$ cat src/rcs_pkg.sv
// Purpose: Shared constants and types for the RTC control and status registers
// Assumes: 250 MHz CLK, 32.768 kHz time base made from CLK by a divider
// Notes:   Offsets, field positions, power-on codes and counts live here
package rcs_pkg;

  // ---------------------------------------------------------------------
  // Register offsets
  // ---------------------------------------------------------------------
  localparam logic [7:0] RCS_OFF_RATE   = 8'h0a;
  localparam logic [7:0] RCS_OFF_CTRL   = 8'h0b;
  localparam logic [7:0] RCS_OFF_FLAGS  = 8'h0c;
  localparam logic [7:0] RCS_OFF_BACKUP = 8'h0d;

  // ---------------------------------------------------------------------
  // Field positions
  // ---------------------------------------------------------------------
  localparam int RCS_PEND_BIT   = 7;
  localparam int RCS_OSC_HI     = 6;
  localparam int RCS_OSC_LO     = 4;
  localparam int RCS_RS_HI      = 3;
  localparam int RCS_IRQ_BIT    = 7;
  localparam int RCS_BACKUP_BIT = 7;

  // ---------------------------------------------------------------------
  // Codes and power-on values
  // ---------------------------------------------------------------------
  localparam logic [2:0] RCS_OSC_RUN  = 3'h2;
  localparam logic [1:0] RCS_OSC_HOLD = 2'h3;
  localparam logic [3:0] RCS_RS_OFF   = 4'h0;
  localparam logic [3:0] RCS_RS_POR   = 4'h0;
  localparam logic [2:0] RCS_OSC_POR  = 3'h0;

  // ---------------------------------------------------------------------
  // Timing
  // ---------------------------------------------------------------------
  localparam int RCS_CLK_HZ          = 250_000_000;
  localparam int RCS_OSC_HZ          = 32768;
  localparam int RCS_OSC_DIV         = RCS_CLK_HZ / RCS_OSC_HZ;
  localparam int RCS_PRESC_W         = 13;
  localparam int RCS_DIV_W           = 15;
  localparam int RCS_FIRST_UPDATE_MS = 500;
  localparam int RCS_FIRST_UPDATE_TK = RCS_OSC_HZ * RCS_FIRST_UPDATE_MS / 1000;
  localparam logic [RCS_DIV_W-1:0] RCS_DIV_PRESET =
    RCS_DIV_W'(RCS_OSC_HZ - RCS_FIRST_UPDATE_TK);
  localparam int RCS_UPD_CW          = 4;
  localparam logic [RCS_UPD_CW-1:0] RCS_UPD_LAST = 4'h7;

  // ---------------------------------------------------------------------
  // Types
  // ---------------------------------------------------------------------
  typedef struct packed {
    logic as;
    logic ds;
    logic rw;
    logic cs_n;
  } rcs_bus_t;

  typedef struct packed {
    logic [3:0] rate_select;
    logic [2:0] clock_source_control;
    logic       update_transfer_hold;
    logic       periodic_irq_enable;
    logic       alarm_irq_enable;
    logic       update_irq_enable;
    logic       square_wave_enable;
    logic       number_format_select;
    logic       hour_mode_select;
    logic       daylight_saving_enable;
  } rcs_ctrl_t;

  typedef struct packed {
    logic irq_pending_flag;
    logic periodic_flag;
    logic alarm_flag;
    logic update_done_flag;
  } rcs_flags_t;

  typedef struct packed {
    logic [RCS_PRESC_W-1:0] presc;
    logic [RCS_DIV_W-1:0]   cnt;
    logic                   tick;
    logic                   sec;
  } rcs_div_t;

  typedef struct packed {
    logic prev;
    logic level;
    logic per;
  } rcs_tap_t;

  typedef struct packed {
    rcs_bus_t              s1;
    rcs_bus_t              s2;
    rcs_bus_t              prev;
    logic [7:0]            ad_s1;
    logic [7:0]            ad_s2;
    logic                  bk_s1;
    logic                  bk_s2;
    logic [7:0]            addr;
    logic [7:0]            wdata;
    logic                  cyc_rw;
    logic                  cyc_cs;
    logic [7:0]            ad_out;
    logic                  ad_oe_n;
    rcs_ctrl_t             ctrl;
    rcs_flags_t            flags;
    logic                  pending;
    logic                  busy;
    logic [RCS_UPD_CW-1:0] upd_cnt;
    logic                  upd_strobe;
    logic                  preset;
    logic                  irq_n;
    logic                  square_wave_pin;
  } rcs_top_t;

endpackage

$ cat src/rcs_regs.sv
// Purpose: Control and status registers of a battery-backed real-time clock
// Assumes: Multiplexed bus in strobe mode, pins synchronised here
// Notes:   POR restores battery-held bits; RST only clears interrupt and wave enables and flags
//
// Functional notes
// - Registers decoded at 0x0a to 0x0d, usable even during an update.
// - Four-bit rate select picks one of 13 rates for wave and tick.
// - Rate code zero disables both; codes three to six give kilohertz rates.
// - Oscillator code 010 runs oscillator and divider for timekeeping.
// - Oscillator code 11X runs oscillator with divider held.
// - Any other oscillator code keeps the oscillator stopped.
// - After writing 010 the first update follows 500 ms later.
// - Update-pending bit is read-only, set before and cleared after updates.
// - Update-pending reads zero whenever the transfer hold is set.
// - Every bit of the interrupt and format register is read/write, except bit 4, which reads zero while bit 7 is set.
// - Reset clears interrupt enables, wave enable and all event flags only.
// - Daylight saving falls back to 1:00:00 on last October Sunday.
// - Daylight saving springs from 2:00:00 to 3:00:00 on first April Sunday.
// - Hour mode bit: one means 24-hour, zero 12-hour, time and alarm.
// - Number format bit: one means binary, zero BCD.
// - Wave enable passes the rate to the pin, else pin held low.
// - Enables 6, 5, 4 allow periodic, alarm and update interrupts.
// - Transfer hold stops buffer copy and clears the update enable.
// - Event-flag register is read-only with bits 0 to 3 zero.
// - Update-done flag sets at every update end regardless of enable.
// - Alarm flag sets on alarm event regardless of enable.
// - Alarm event is an update with all three bytes matching or ignored.
// - Periodic flag sets once per selected period.
// - Pending flag sets when any event flag meets its enable.
// - Reading the event-flag register returns flags, then clears them.
// - Backup register is read-only with bits 0 to 6 zero.
// - Backup bit reads one when the energy source is valid.
`timescale 1ns/100ps
module rcs_regs
  import rcs_pkg::*;
#(
  parameter int OSC_DIV = RCS_OSC_DIV
) (
  input  wire logic       CLK,
  input  wire logic       RST,
  input  wire logic       POR,
  input  wire logic [7:0] AD_IN,
  output logic      [7:0] AD_OUT,
  output logic            AD_OE_N,
  input  wire logic       AS,
  input  wire logic       DS,
  input  wire logic       RW,
  input  wire logic       CS_N,
  input  wire logic       ALARM_MATCH,
  input  wire logic       BACKUP_OK,
  output logic            IRQ_N,
  output logic            SQUARE_WAVE_PIN,
  output logic            UPDATE_PENDING,
  output logic            UPDATE_STROBE,
  output logic            COPY_ENABLE,
  output logic            HOUR_24,
  output logic            BINARY_FMT,
  output logic            DST_ENABLE
);

  rcs_top_t             s_reg;
  rcs_top_t             s_next;
  logic [RCS_DIV_W-1:0] div_cnt;
  logic                 sec_tick;
  logic                 tap_level;
  logic                 per_tick;
  logic                 osc_on;
  logic                 div_run;

  // -----------------------------------------------------------------------
  // Oscillator and divider decode
  // -----------------------------------------------------------------------
  assign div_run = (s_reg.ctrl.clock_source_control == RCS_OSC_RUN);
  assign osc_on  = div_run
                 | (s_reg.ctrl.clock_source_control[2:1] == RCS_OSC_HOLD);

  rcs_osc_div #(
    .OSC_DIV (OSC_DIV)
  ) u_div (
    .clk        (CLK),
    .por        (POR),
    .osc_on     (osc_on),
    .div_run    (div_run),
    .div_preset (s_reg.preset),
    .cnt        (div_cnt),
    .sec_tick   (sec_tick)
  );

  rcs_rate_tap u_tap (
    .clk         (CLK),
    .por         (POR),
    .rate_select (s_reg.ctrl.rate_select),
    .cnt         (div_cnt),
    .level       (tap_level),
    .per_tick    (per_tick)
  );

  // -----------------------------------------------------------------------
  // Read data
  // -----------------------------------------------------------------------
  function automatic logic [7:0] rd_mux(input logic [7:0] a, input rcs_ctrl_t c,
                                        input rcs_flags_t f, input logic pend,
                                        input logic bk);
    if (a == RCS_OFF_RATE) begin
      return {pend, c.clock_source_control, c.rate_select};
    end else if (a == RCS_OFF_CTRL) begin
      return {c.update_transfer_hold, c.periodic_irq_enable, c.alarm_irq_enable,
              c.update_irq_enable, c.square_wave_enable, c.number_format_select,
              c.hour_mode_select, c.daylight_saving_enable};
    end else if (a == RCS_OFF_FLAGS) begin
      return {f, 4'h0};
    end else if (a == RCS_OFF_BACKUP) begin
      return {bk, 7'h00};
    end else begin
      return 8'h00;
    end
  endfunction

  // -----------------------------------------------------------------------
  // Next state
  // -----------------------------------------------------------------------
  always_comb begin
    logic ds_fall;
    logic wr;
    logic rd_end;
    logic rd_now;
    logic clr;
    logic cond;
    ds_fall = 1'b0;
    wr      = 1'b0;
    rd_end  = 1'b0;
    rd_now  = 1'b0;
    clr     = 1'b0;
    cond    = 1'b0;
    s_next  = s_reg;
    s_next.upd_strobe = 1'b0;
    s_next.preset     = 1'b0;

    // Two-stage pin synchronisers
    s_next.s1    = '{as: AS, ds: DS, rw: RW, cs_n: CS_N};
    s_next.s2    = s_reg.s1;
    s_next.prev  = s_reg.s2;
    s_next.ad_s1 = AD_IN;
    s_next.ad_s2 = s_reg.ad_s1;
    s_next.bk_s1 = BACKUP_OK;
    s_next.bk_s2 = s_reg.bk_s1;

    // Address follows AD while AS is high, frozen at its fall
    if (s_reg.s2.as) begin
      s_next.addr = s_reg.ad_s2;
    end
    // Data and cycle type follow while DS is high, used at its fall
    if (s_reg.s2.ds) begin
      s_next.wdata  = s_reg.ad_s2;
      s_next.cyc_rw = s_reg.s2.rw;
      s_next.cyc_cs = ~s_reg.s2.cs_n;
    end
    ds_fall = s_reg.prev.ds & ~s_reg.s2.ds;
    wr      = ds_fall & s_reg.cyc_cs & ~s_reg.cyc_rw;
    rd_end  = ds_fall & s_reg.cyc_cs & s_reg.cyc_rw;
    rd_now  = s_reg.s2.ds & ~s_reg.s2.cs_n & s_reg.s2.rw;

    // Access is never gated by the update cycle
    s_next.ad_oe_n = ~rd_now;
    s_next.ad_out  = rd_now ? rd_mux(s_reg.addr, s_reg.ctrl, s_reg.flags,
                                     s_reg.pending, s_reg.bk_s2) : 8'h00;

    // Register writes; bit 7 of the rate register is ignored
    if (wr && (s_reg.addr == RCS_OFF_RATE)) begin
      s_next.ctrl.rate_select          = s_reg.wdata[RCS_RS_HI:0];
      s_next.ctrl.clock_source_control = s_reg.wdata[RCS_OSC_HI:RCS_OSC_LO];
      s_next.preset = (s_reg.wdata[RCS_OSC_HI:RCS_OSC_LO] == RCS_OSC_RUN)
                    & (s_reg.ctrl.clock_source_control != RCS_OSC_RUN);
    end else if (wr && (s_reg.addr == RCS_OFF_CTRL)) begin
      {s_next.ctrl.update_transfer_hold, s_next.ctrl.periodic_irq_enable,
       s_next.ctrl.alarm_irq_enable, s_next.ctrl.update_irq_enable,
       s_next.ctrl.square_wave_enable, s_next.ctrl.number_format_select,
       s_next.ctrl.hour_mode_select, s_next.ctrl.daylight_saving_enable} = s_reg.wdata;
    end
    if (s_next.ctrl.update_transfer_hold) begin
      s_next.ctrl.update_irq_enable = 1'b0;
    end

    // Update cycle sequencing
    if (sec_tick) begin
      s_next.busy    = 1'b1;
      s_next.upd_cnt = '0;
      s_next.pending = 1'b1;
    end else if (s_reg.busy) begin
      if (s_reg.upd_cnt == RCS_UPD_LAST) begin
        s_next.busy       = 1'b0;
        s_next.pending    = 1'b0;
        s_next.upd_strobe = 1'b1;
      end else begin
        s_next.upd_cnt = s_reg.upd_cnt + 4'h1;
      end
    end
    if (s_next.ctrl.update_transfer_hold) begin
      s_next.pending = 1'b0;
    end

    // Event flags: a set in the clearing cycle wins
    clr = rd_end & (s_reg.addr == RCS_OFF_FLAGS);
    s_next.flags.update_done_flag = (s_reg.flags.update_done_flag & ~clr)
                                  | s_next.upd_strobe;
    s_next.flags.alarm_flag = (s_reg.flags.alarm_flag & ~clr)
                            | (s_next.upd_strobe & ALARM_MATCH);
    s_next.flags.periodic_flag = (s_reg.flags.periodic_flag & ~clr)
                               | per_tick;
    cond = (s_next.ctrl.periodic_irq_enable & s_next.flags.periodic_flag)
         | (s_next.ctrl.alarm_irq_enable & s_next.flags.alarm_flag)
         | (s_next.ctrl.update_irq_enable & s_next.flags.update_done_flag);
    s_next.flags.irq_pending_flag = (s_reg.flags.irq_pending_flag & ~clr)
                                  | cond;

    // Reset: POR zeroes all state except ad_oe_n and irq_n, which it sets high; on RST battery-held bits keep their values
    if (POR) begin
      s_next         = '0;
      s_next.ad_oe_n = 1'b1;
      s_next.ctrl.rate_select          = RCS_RS_POR;
      s_next.ctrl.clock_source_control = RCS_OSC_POR;
    end else if (RST) begin
      s_next.ctrl.periodic_irq_enable = 1'b0;
      s_next.ctrl.alarm_irq_enable    = 1'b0;
      s_next.ctrl.update_irq_enable   = 1'b0;
      s_next.ctrl.square_wave_enable  = 1'b0;
      s_next.flags                    = '0;
      s_next.ad_oe_n                  = 1'b1;
      s_next.ad_out                   = 8'h00;
    end

    s_next.irq_n = ~s_next.flags.irq_pending_flag;
    s_next.square_wave_pin = s_next.ctrl.square_wave_enable & tap_level;
  end

  always_ff @(posedge CLK) begin
    s_reg <= s_next;
  end

  // -----------------------------------------------------------------------
  // Outputs
  // -----------------------------------------------------------------------
  assign AD_OUT         = s_reg.ad_out;
  assign AD_OE_N        = s_reg.ad_oe_n;
  assign IRQ_N          = s_reg.irq_n;
  assign SQUARE_WAVE_PIN = s_reg.square_wave_pin;
  assign UPDATE_PENDING = s_reg.pending;
  assign UPDATE_STROBE  = s_reg.upd_strobe;
  assign COPY_ENABLE    = ~s_reg.ctrl.update_transfer_hold;
  assign HOUR_24        = s_reg.ctrl.hour_mode_select;
  assign BINARY_FMT     = s_reg.ctrl.number_format_select;
  assign DST_ENABLE     = s_reg.ctrl.daylight_saving_enable;

  // -----------------------------------------------------------------------
  // Assertions
  // -----------------------------------------------------------------------
  a_pending_hold_zero: assert property (@(posedge CLK) disable iff (RST || POR)
    s_reg.ctrl.update_transfer_hold |-> !UPDATE_PENDING)
    else $error("update pending set while transfer hold");

  a_hold_enable_clear: assert property (@(posedge CLK) disable iff (RST || POR)
    s_reg.ctrl.update_transfer_hold |-> !s_reg.ctrl.update_irq_enable && !COPY_ENABLE)
    else $error("update enable or copy active under hold");

  a_update_length: assert property (@(posedge CLK) disable iff (RST || POR)
    $rose(s_reg.busy) |-> s_reg.busy [*8] ##1 (!s_reg.busy && UPDATE_STROBE))
    else $error("update cycle length wrong");

  a_update_flag_set: assert property (@(posedge CLK) disable iff (RST || POR)
    UPDATE_STROBE |-> s_reg.flags.update_done_flag)
    else $error("update done flag not set at update end");

  a_alarm_flag_set: assert property (@(posedge CLK) disable iff (RST || POR)
    (s_next.upd_strobe && ALARM_MATCH) |=> s_reg.flags.alarm_flag)
    else $error("alarm flag missed");

  a_period_flag_set: assert property (@(posedge CLK) disable iff (RST || POR)
    per_tick |=> s_reg.flags.periodic_flag)
    else $error("periodic flag missed");

  a_irq_pin_level: assert property (@(posedge CLK) disable iff (RST || POR)
    IRQ_N == !s_reg.flags.irq_pending_flag)
    else $error("interrupt pin disagrees with pending flag");

  a_flag_read_clear: assert property (@(posedge CLK) disable iff (RST || POR)
    (s_reg.prev.ds && !s_reg.s2.ds && s_reg.cyc_cs && s_reg.cyc_rw
     && s_reg.addr == RCS_OFF_FLAGS && !per_tick && !sec_tick && !s_reg.busy)
    |=> (s_reg.flags == '0))
    else $error("flags not cleared by read");

  a_wave_low_off: assert property (@(posedge CLK) disable iff (RST || POR)
    !s_reg.ctrl.square_wave_enable |-> !SQUARE_WAVE_PIN)
    else $error("square wave pin not held low");

  a_wave_rate_off: assert property (@(posedge CLK) disable iff (RST || POR)
    (s_reg.ctrl.rate_select == RCS_RS_OFF) |-> ##2 !SQUARE_WAVE_PIN)
    else $error("square wave pin active at rate zero");

  a_unused_bits_zero: assert property (@(posedge CLK) disable iff (RST || POR)
    (!AD_OE_N && $past(s_reg.addr) == RCS_OFF_FLAGS) |-> (AD_OUT[3:0] == 4'h0))
    else $error("unused flag bits not zero");

endmodule // rcs_regs

$ cat src/rcs_osc_div.sv
// Purpose: 32.768 kHz time base and 15-stage divider with 1 Hz update tick
// Assumes: Same clock as the register block; por is synchronous
// Notes:   Prescale ratio is integer, so the time base is slightly fast
`timescale 1ns/100ps
module rcs_osc_div
  import rcs_pkg::*;
#(
  parameter int OSC_DIV = RCS_OSC_DIV
) (
  input  wire logic                 clk,
  input  wire logic                 por,
  input  wire logic                 osc_on,
  input  wire logic                 div_run,
  input  wire logic                 div_preset,
  output logic      [RCS_DIV_W-1:0] cnt,
  output logic                      sec_tick
);

  rcs_div_t s_reg;
  rcs_div_t s_next;

  // -----------------------------------------------------------------------
  // Time base and divider chain
  // -----------------------------------------------------------------------
  always_comb begin
    s_next      = s_reg;
    s_next.tick = 1'b0;
    s_next.sec  = 1'b0;
    if (osc_on) begin
      if (s_reg.presc == RCS_PRESC_W'(OSC_DIV - 1)) begin
        s_next.presc = '0;
        s_next.tick  = 1'b1;
      end else begin
        s_next.presc = s_reg.presc + 13'h1;
      end
    end
    // Preset shortens the first second to half
    if (div_preset) begin
      s_next.cnt = RCS_DIV_PRESET;
    end else if (!div_run) begin
      s_next.cnt = '0;
    end else if (s_reg.tick) begin
      s_next.cnt = s_reg.cnt + 15'h1;
      s_next.sec = (s_reg.cnt == '1);
    end
    if (por) begin
      s_next = '0;
    end
  end

  always_ff @(posedge clk) begin
    s_reg <= s_next;
  end

  assign cnt      = s_reg.cnt;
  assign sec_tick = s_reg.sec;

endmodule // rcs_osc_div

$ cat src/rcs_rate_tap.sv
// Purpose: Selects the divider stage for the square wave and periodic tick
// Assumes: Divider count advances at 32.768 kHz
// Notes:   Codes 1 and 2 reuse the stages of codes 8 and 9
`timescale 1ns/100ps
module rcs_rate_tap
  import rcs_pkg::*;
(
  input  wire logic                 clk,
  input  wire logic                 por,
  input  wire logic [3:0]           rate_select,
  input  wire logic [RCS_DIV_W-1:0] cnt,
  output logic                      level,
  output logic                      per_tick
);

  rcs_tap_t s_reg;
  rcs_tap_t s_next;

  function automatic logic [3:0] tap_index(input logic [3:0] rs);
    if (rs == 4'h1) begin
      return 4'h6;
    end else if (rs == 4'h2) begin
      return 4'h7;
    end else begin
      return rs - 4'h2;
    end
  endfunction

  // -----------------------------------------------------------------------
  // Stage select and rising-edge tick
  // -----------------------------------------------------------------------
  always_comb begin
    logic bit_now;
    bit_now = 1'b0;
    s_next  = s_reg;
    if (rate_select != RCS_RS_OFF) begin
      bit_now = cnt[tap_index(rate_select)];
    end
    s_next.prev  = bit_now;
    s_next.level = bit_now;
    s_next.per   = bit_now & ~s_reg.prev;
    if (por) begin
      s_next = '0;
    end
  end

  always_ff @(posedge clk) begin
    s_reg <= s_next;
  end

  assign level    = s_reg.level;
  assign per_tick = s_reg.per;

endmodule // rcs_rate_tap

$ cat config.mk
export PLATFORM = sky130hd
export DESIGN_NAME = rcs_regs
export DESIGN_NICKNAME = d
export VERILOG_FILES = /design/src/rcs_pkg.sv /design/src/rcs_regs.sv /design/src/rcs_osc_div.sv /design/src/rcs_rate_tap.sv
export SDC_FILE = /design/constraint.sdc
export NUM_CORES = 1
export LEC_CHECK = 0
export ABC_CLOCK_PERIOD_IN_PS = 2400
export BUFFER_PORTS_ARGS = -buffer_cell sky130_fd_sc_hd__buf_2
export CAP_MARGIN = 40
export CORE_MARGIN = 5
export CORE_UTILIZATION = 50
export CTS_CLUSTER_DIAMETER = 200
export DETAILED_ROUTE_END_ITERATION = 16
export GPL_TIMING_DRIVEN = 0
export HOLD_SLACK_MARGIN = 0.08
export PLACE_DENSITY = 0.68
export RECOVER_POWER = 100
export SLEW_MARGIN = 20
export SYNTH_ARGS = -nofsm -noshare
export SYNTH_HDL_FRONTEND = slang
export SYNTH_SLANG_ARGS = --single-unit
$ cat constraint.sdc
create_clock -name CLK -period 2.4 [get_ports CLK]
set_clock_uncertainty 0.1 [all_clocks]
set_input_delay 0.12 -clock CLK [delete_from_list [all_inputs] [get_ports CLK]]
set_output_delay 0.12 -clock CLK [all_outputs]
set_load 0.05 [all_outputs]
==> impl_metrics.tcl <==
set metrics [dict create \
    synth-edff-count 0 \
    area_growth_pct 21.9 \
    wirelength_um 9520 \
    die_w_um 106 \
    min_path_type "input port to register" \
    viasPerCell 5.27 \
    seq_power_share_pct 43.4 \
    drt_iter0_markers 179 \
    final_common_cell "dfxtp_1" \
    vias 3590 \
    core_region_area_um2 9150 \
    cts_root_buffer "clkbuf_8" \
    ioPinCount 34 \
    async_flop_share_pct 0 \
    rows 35 \
    clk_pin_slew_ns 0.06 \
    p_sw_share_pct 20.7 \
    die_h_um 106 \
    clk_latency_ns 0.51 \
    largest_reg_flops 67 \
    slew_headroom_pct 55.9 \
    hold_viol_final 0 \
    diodes 0 \
    fill_cells 796 \
    syn_area_per_cell_um2 9.45 \
    grt_pass1_vias 3503 \
    clock_power_share_pct 54.4 \
    ys.flop_type "dfxtp_1" \
    cts_max_path_buffers 2 \
    p_sw_uw 931 \
    nNetsFinal 581 \
    pwr_density_cell_nw_per_um2 796 \
    synth_top_area_share_pct 49.7 \
    die_area_um2 11300 \
    yosysTopAreaCell "dfxtp_1" \
    rsz0062_at_grt "false" \
    max_freq_mhz 447 \
    grt-ovfl-total 0 \
    p_leak_uw 0.00219 \
    worst_pin_slew_ns 0.662 \
    port_buffers 32 \
    gp_congestion 0.880 \
    fin_area_um2 5640 \
    fin_crit_sh_pct 93.2 \
    grt_max_degree 17 \
    drv_cap 0 \
    cts_buffers 17 \
    syn_nets 512 \
    crit_start "s_reg[52]$_SDFFE_PP0P_" \
    cts_sinks 115 \
    dr.pass1.iters 4 \
    finalSetupViolCount 0 \
    drv_slew 0 \
    initial_core_util_pct 50.6 \
    ys_types 55 \
    layout_common_cells "dfxtp_1 (115), nor2_1 (80), mux2i_1 (35)" \
    finalSetupTns_ns 0 \
    grt_pass1_wl_um 16300 \
    syn_area_um2 4630 \
    setup.worst_path.end_class "register" \
    hp-start "AD_IN[3]" \
    cts_tree "built" \
    utilization_pct 61.6 \
    arrival_ns 2.53 \
    internal-power_uw 3560 \
    cp.required_ns 2.69 \
    h-tree-depth 4 \
    yosys_register_bits 115 \
    synthTopCellsByArea "dfxtp_1 (50%), mux2i_1 (7.6%), nor2_1 (6.5%), nor2b_1 (4.6%), xnor2_1 (3.0%)" \
    grt_use_total_pct 18.1 \
    period_needed_ns 2.24 \
    yosysWarnings 0 \
    timing.final.ws_setup_ns 0.164 \
    dp_hpwl_um 6760 \
    status "complete, no violations" \
    antenna_found_initial 0 \
    avgRoutedWirePerCell_um 14.0 \
    syn_inst 490 \
    dp_slack_ns 0.411 \
    crit_fanout 6 \
    rr_startpoint "s_reg[52]$_SDFFE_PP0P_" \
    crit_path_start_kind "register" \
    final_antenna_net_count 0 \
    place_area_um2 4930 \
    comb_power_share_pct 2.2 \
    peakVddDrop_mv 0.574 \
    drc 0 \
    yosysSeqAreaShare_pct 49.7 \
    drive_above_1_share_pct 12.6 \
    critical_path_class "register to register" \
]
-- final timing paths --
| path | cells past startpoint | slack (ns) | endpoint |
|---|---|---|---|
| max | 5 | 0.16 | s_reg[11]$_SDFF_PP0_ |
| min | 3 | 0.25 | s_reg[69]$_SDFF_PP0_ |
| max reg2reg | 5 | 0.16 | s_reg[11]$_SDFF_PP0_ |
| min reg2reg | 1 | 0.34 | s_reg[63]$_SDFF_PP0_ |
-- kinds of logic (layout without fill, tap and decap cells) --
family / after synthesis / in the layout / share of synthesized area [%]
and+or+nand+nor: 214 / 214 / 24.4
DFF: 115 / 115 / 49.7
xor gates and xnor gates: 26 / 26 / 4.92
AOI/OAI and AO/OA: 51 / 51 / 7.16
muxes: 35 / 35 / 7.57
buffers and inverters: 44 / 124 / 4.81
adders and majority gates: 5 / 5 / 1.35
-- per-layer routing --
metal / share of wire [%] / up-vias / GRT usage [%]
li1: - / 1789 / -
met1: 47 / 1714 / 22.6
met2: 47 / 73 / 30.0
met3: 4.1 / 14 / 5.10
met4: 1.3 / 0 / 6.29
met5: 0 / - / 0
-- timing repair --
item                       4_1_cts  5_1_grt
setup buffers                    0        0
hold endpoints to repair        25        0
hold buffers                    17        0
setup endpoints to repair        0        1
resized for setup                0        1
-- stage by stage --
step	std cells	power, uW	hold WS, ns
2_1_floorplan	490	2040	0.148
3_3_place_gp	633	2070	0.231
3_5_place_dp	634	2070	0.234
4_1_cts	681	4530	0.229
5_1_grt	681	4640	0.247
6_report	681	4490	0.249
-- critical path, cell delays in order, from the launching register on --
cell and delay (ns):
dfxtp_1 0.34, nor4_4 0.50, nand4_1 0.29, a22oi_1 0.29
nor2_1 0.06, dlygate4sd3_1 0.54
-- power groups by stage --
stage	sequential [uW]	clock (uW)	combinational, uW
3_5_place_dp	1990	0	82.3
2_1_floorplan	1980	0	54.5
5_1_grt	1950	2580	111
6_report	1950	2440	101
3_3_place_gp	1990	0	80.9
4_1_cts	1950	2480	102
-- synthesized netlist by cell type (2+ instances only) --
cell type and number:
a211oi_1 4, a21oi_1 15, a22oi_1 9, a2bb2oi_1 2, and2_1 2, and3_1 6
buf_1 2, buf_2 9, buf_4 10, clkbuf_1 8, dfxtp_1 115, ha_1 5
inv_1 13, mux2i_1 35, nand2_1 28, nand2b_1 9, nand3_1 9, nand4_1 7
nor2_1 80, nor2b_1 34, nor3_1 9, nor4_1 3, nor4b_1 3, o21ai_0 9
o311ai_0 2, o31ai_1 2, or2_2 4, or3_1 5, xnor2_1 16, xor2_1 10
-- cell type report --
| class | count | area [um^2] | area share [%] |
|---|---|---|---|
| multi-input cells | 331 | 2100 | 37.3 |
| flip-flops and latches | 115 | 2300 | 40.8 |
| repair buffers | 50 | 313 | 5.55 |
| clock inverters | 12 | 160 | 2.84 |
| plain buffers | 31 | 155 | 2.75 |
| inverters | 13 | 48.8 | 0.865 |
| well taps | 111 | 139 | 2.46 |
| clock buffers | 18 | 418 | 7.41 |
No activity file was read; power rests on OpenSTA's default activity.
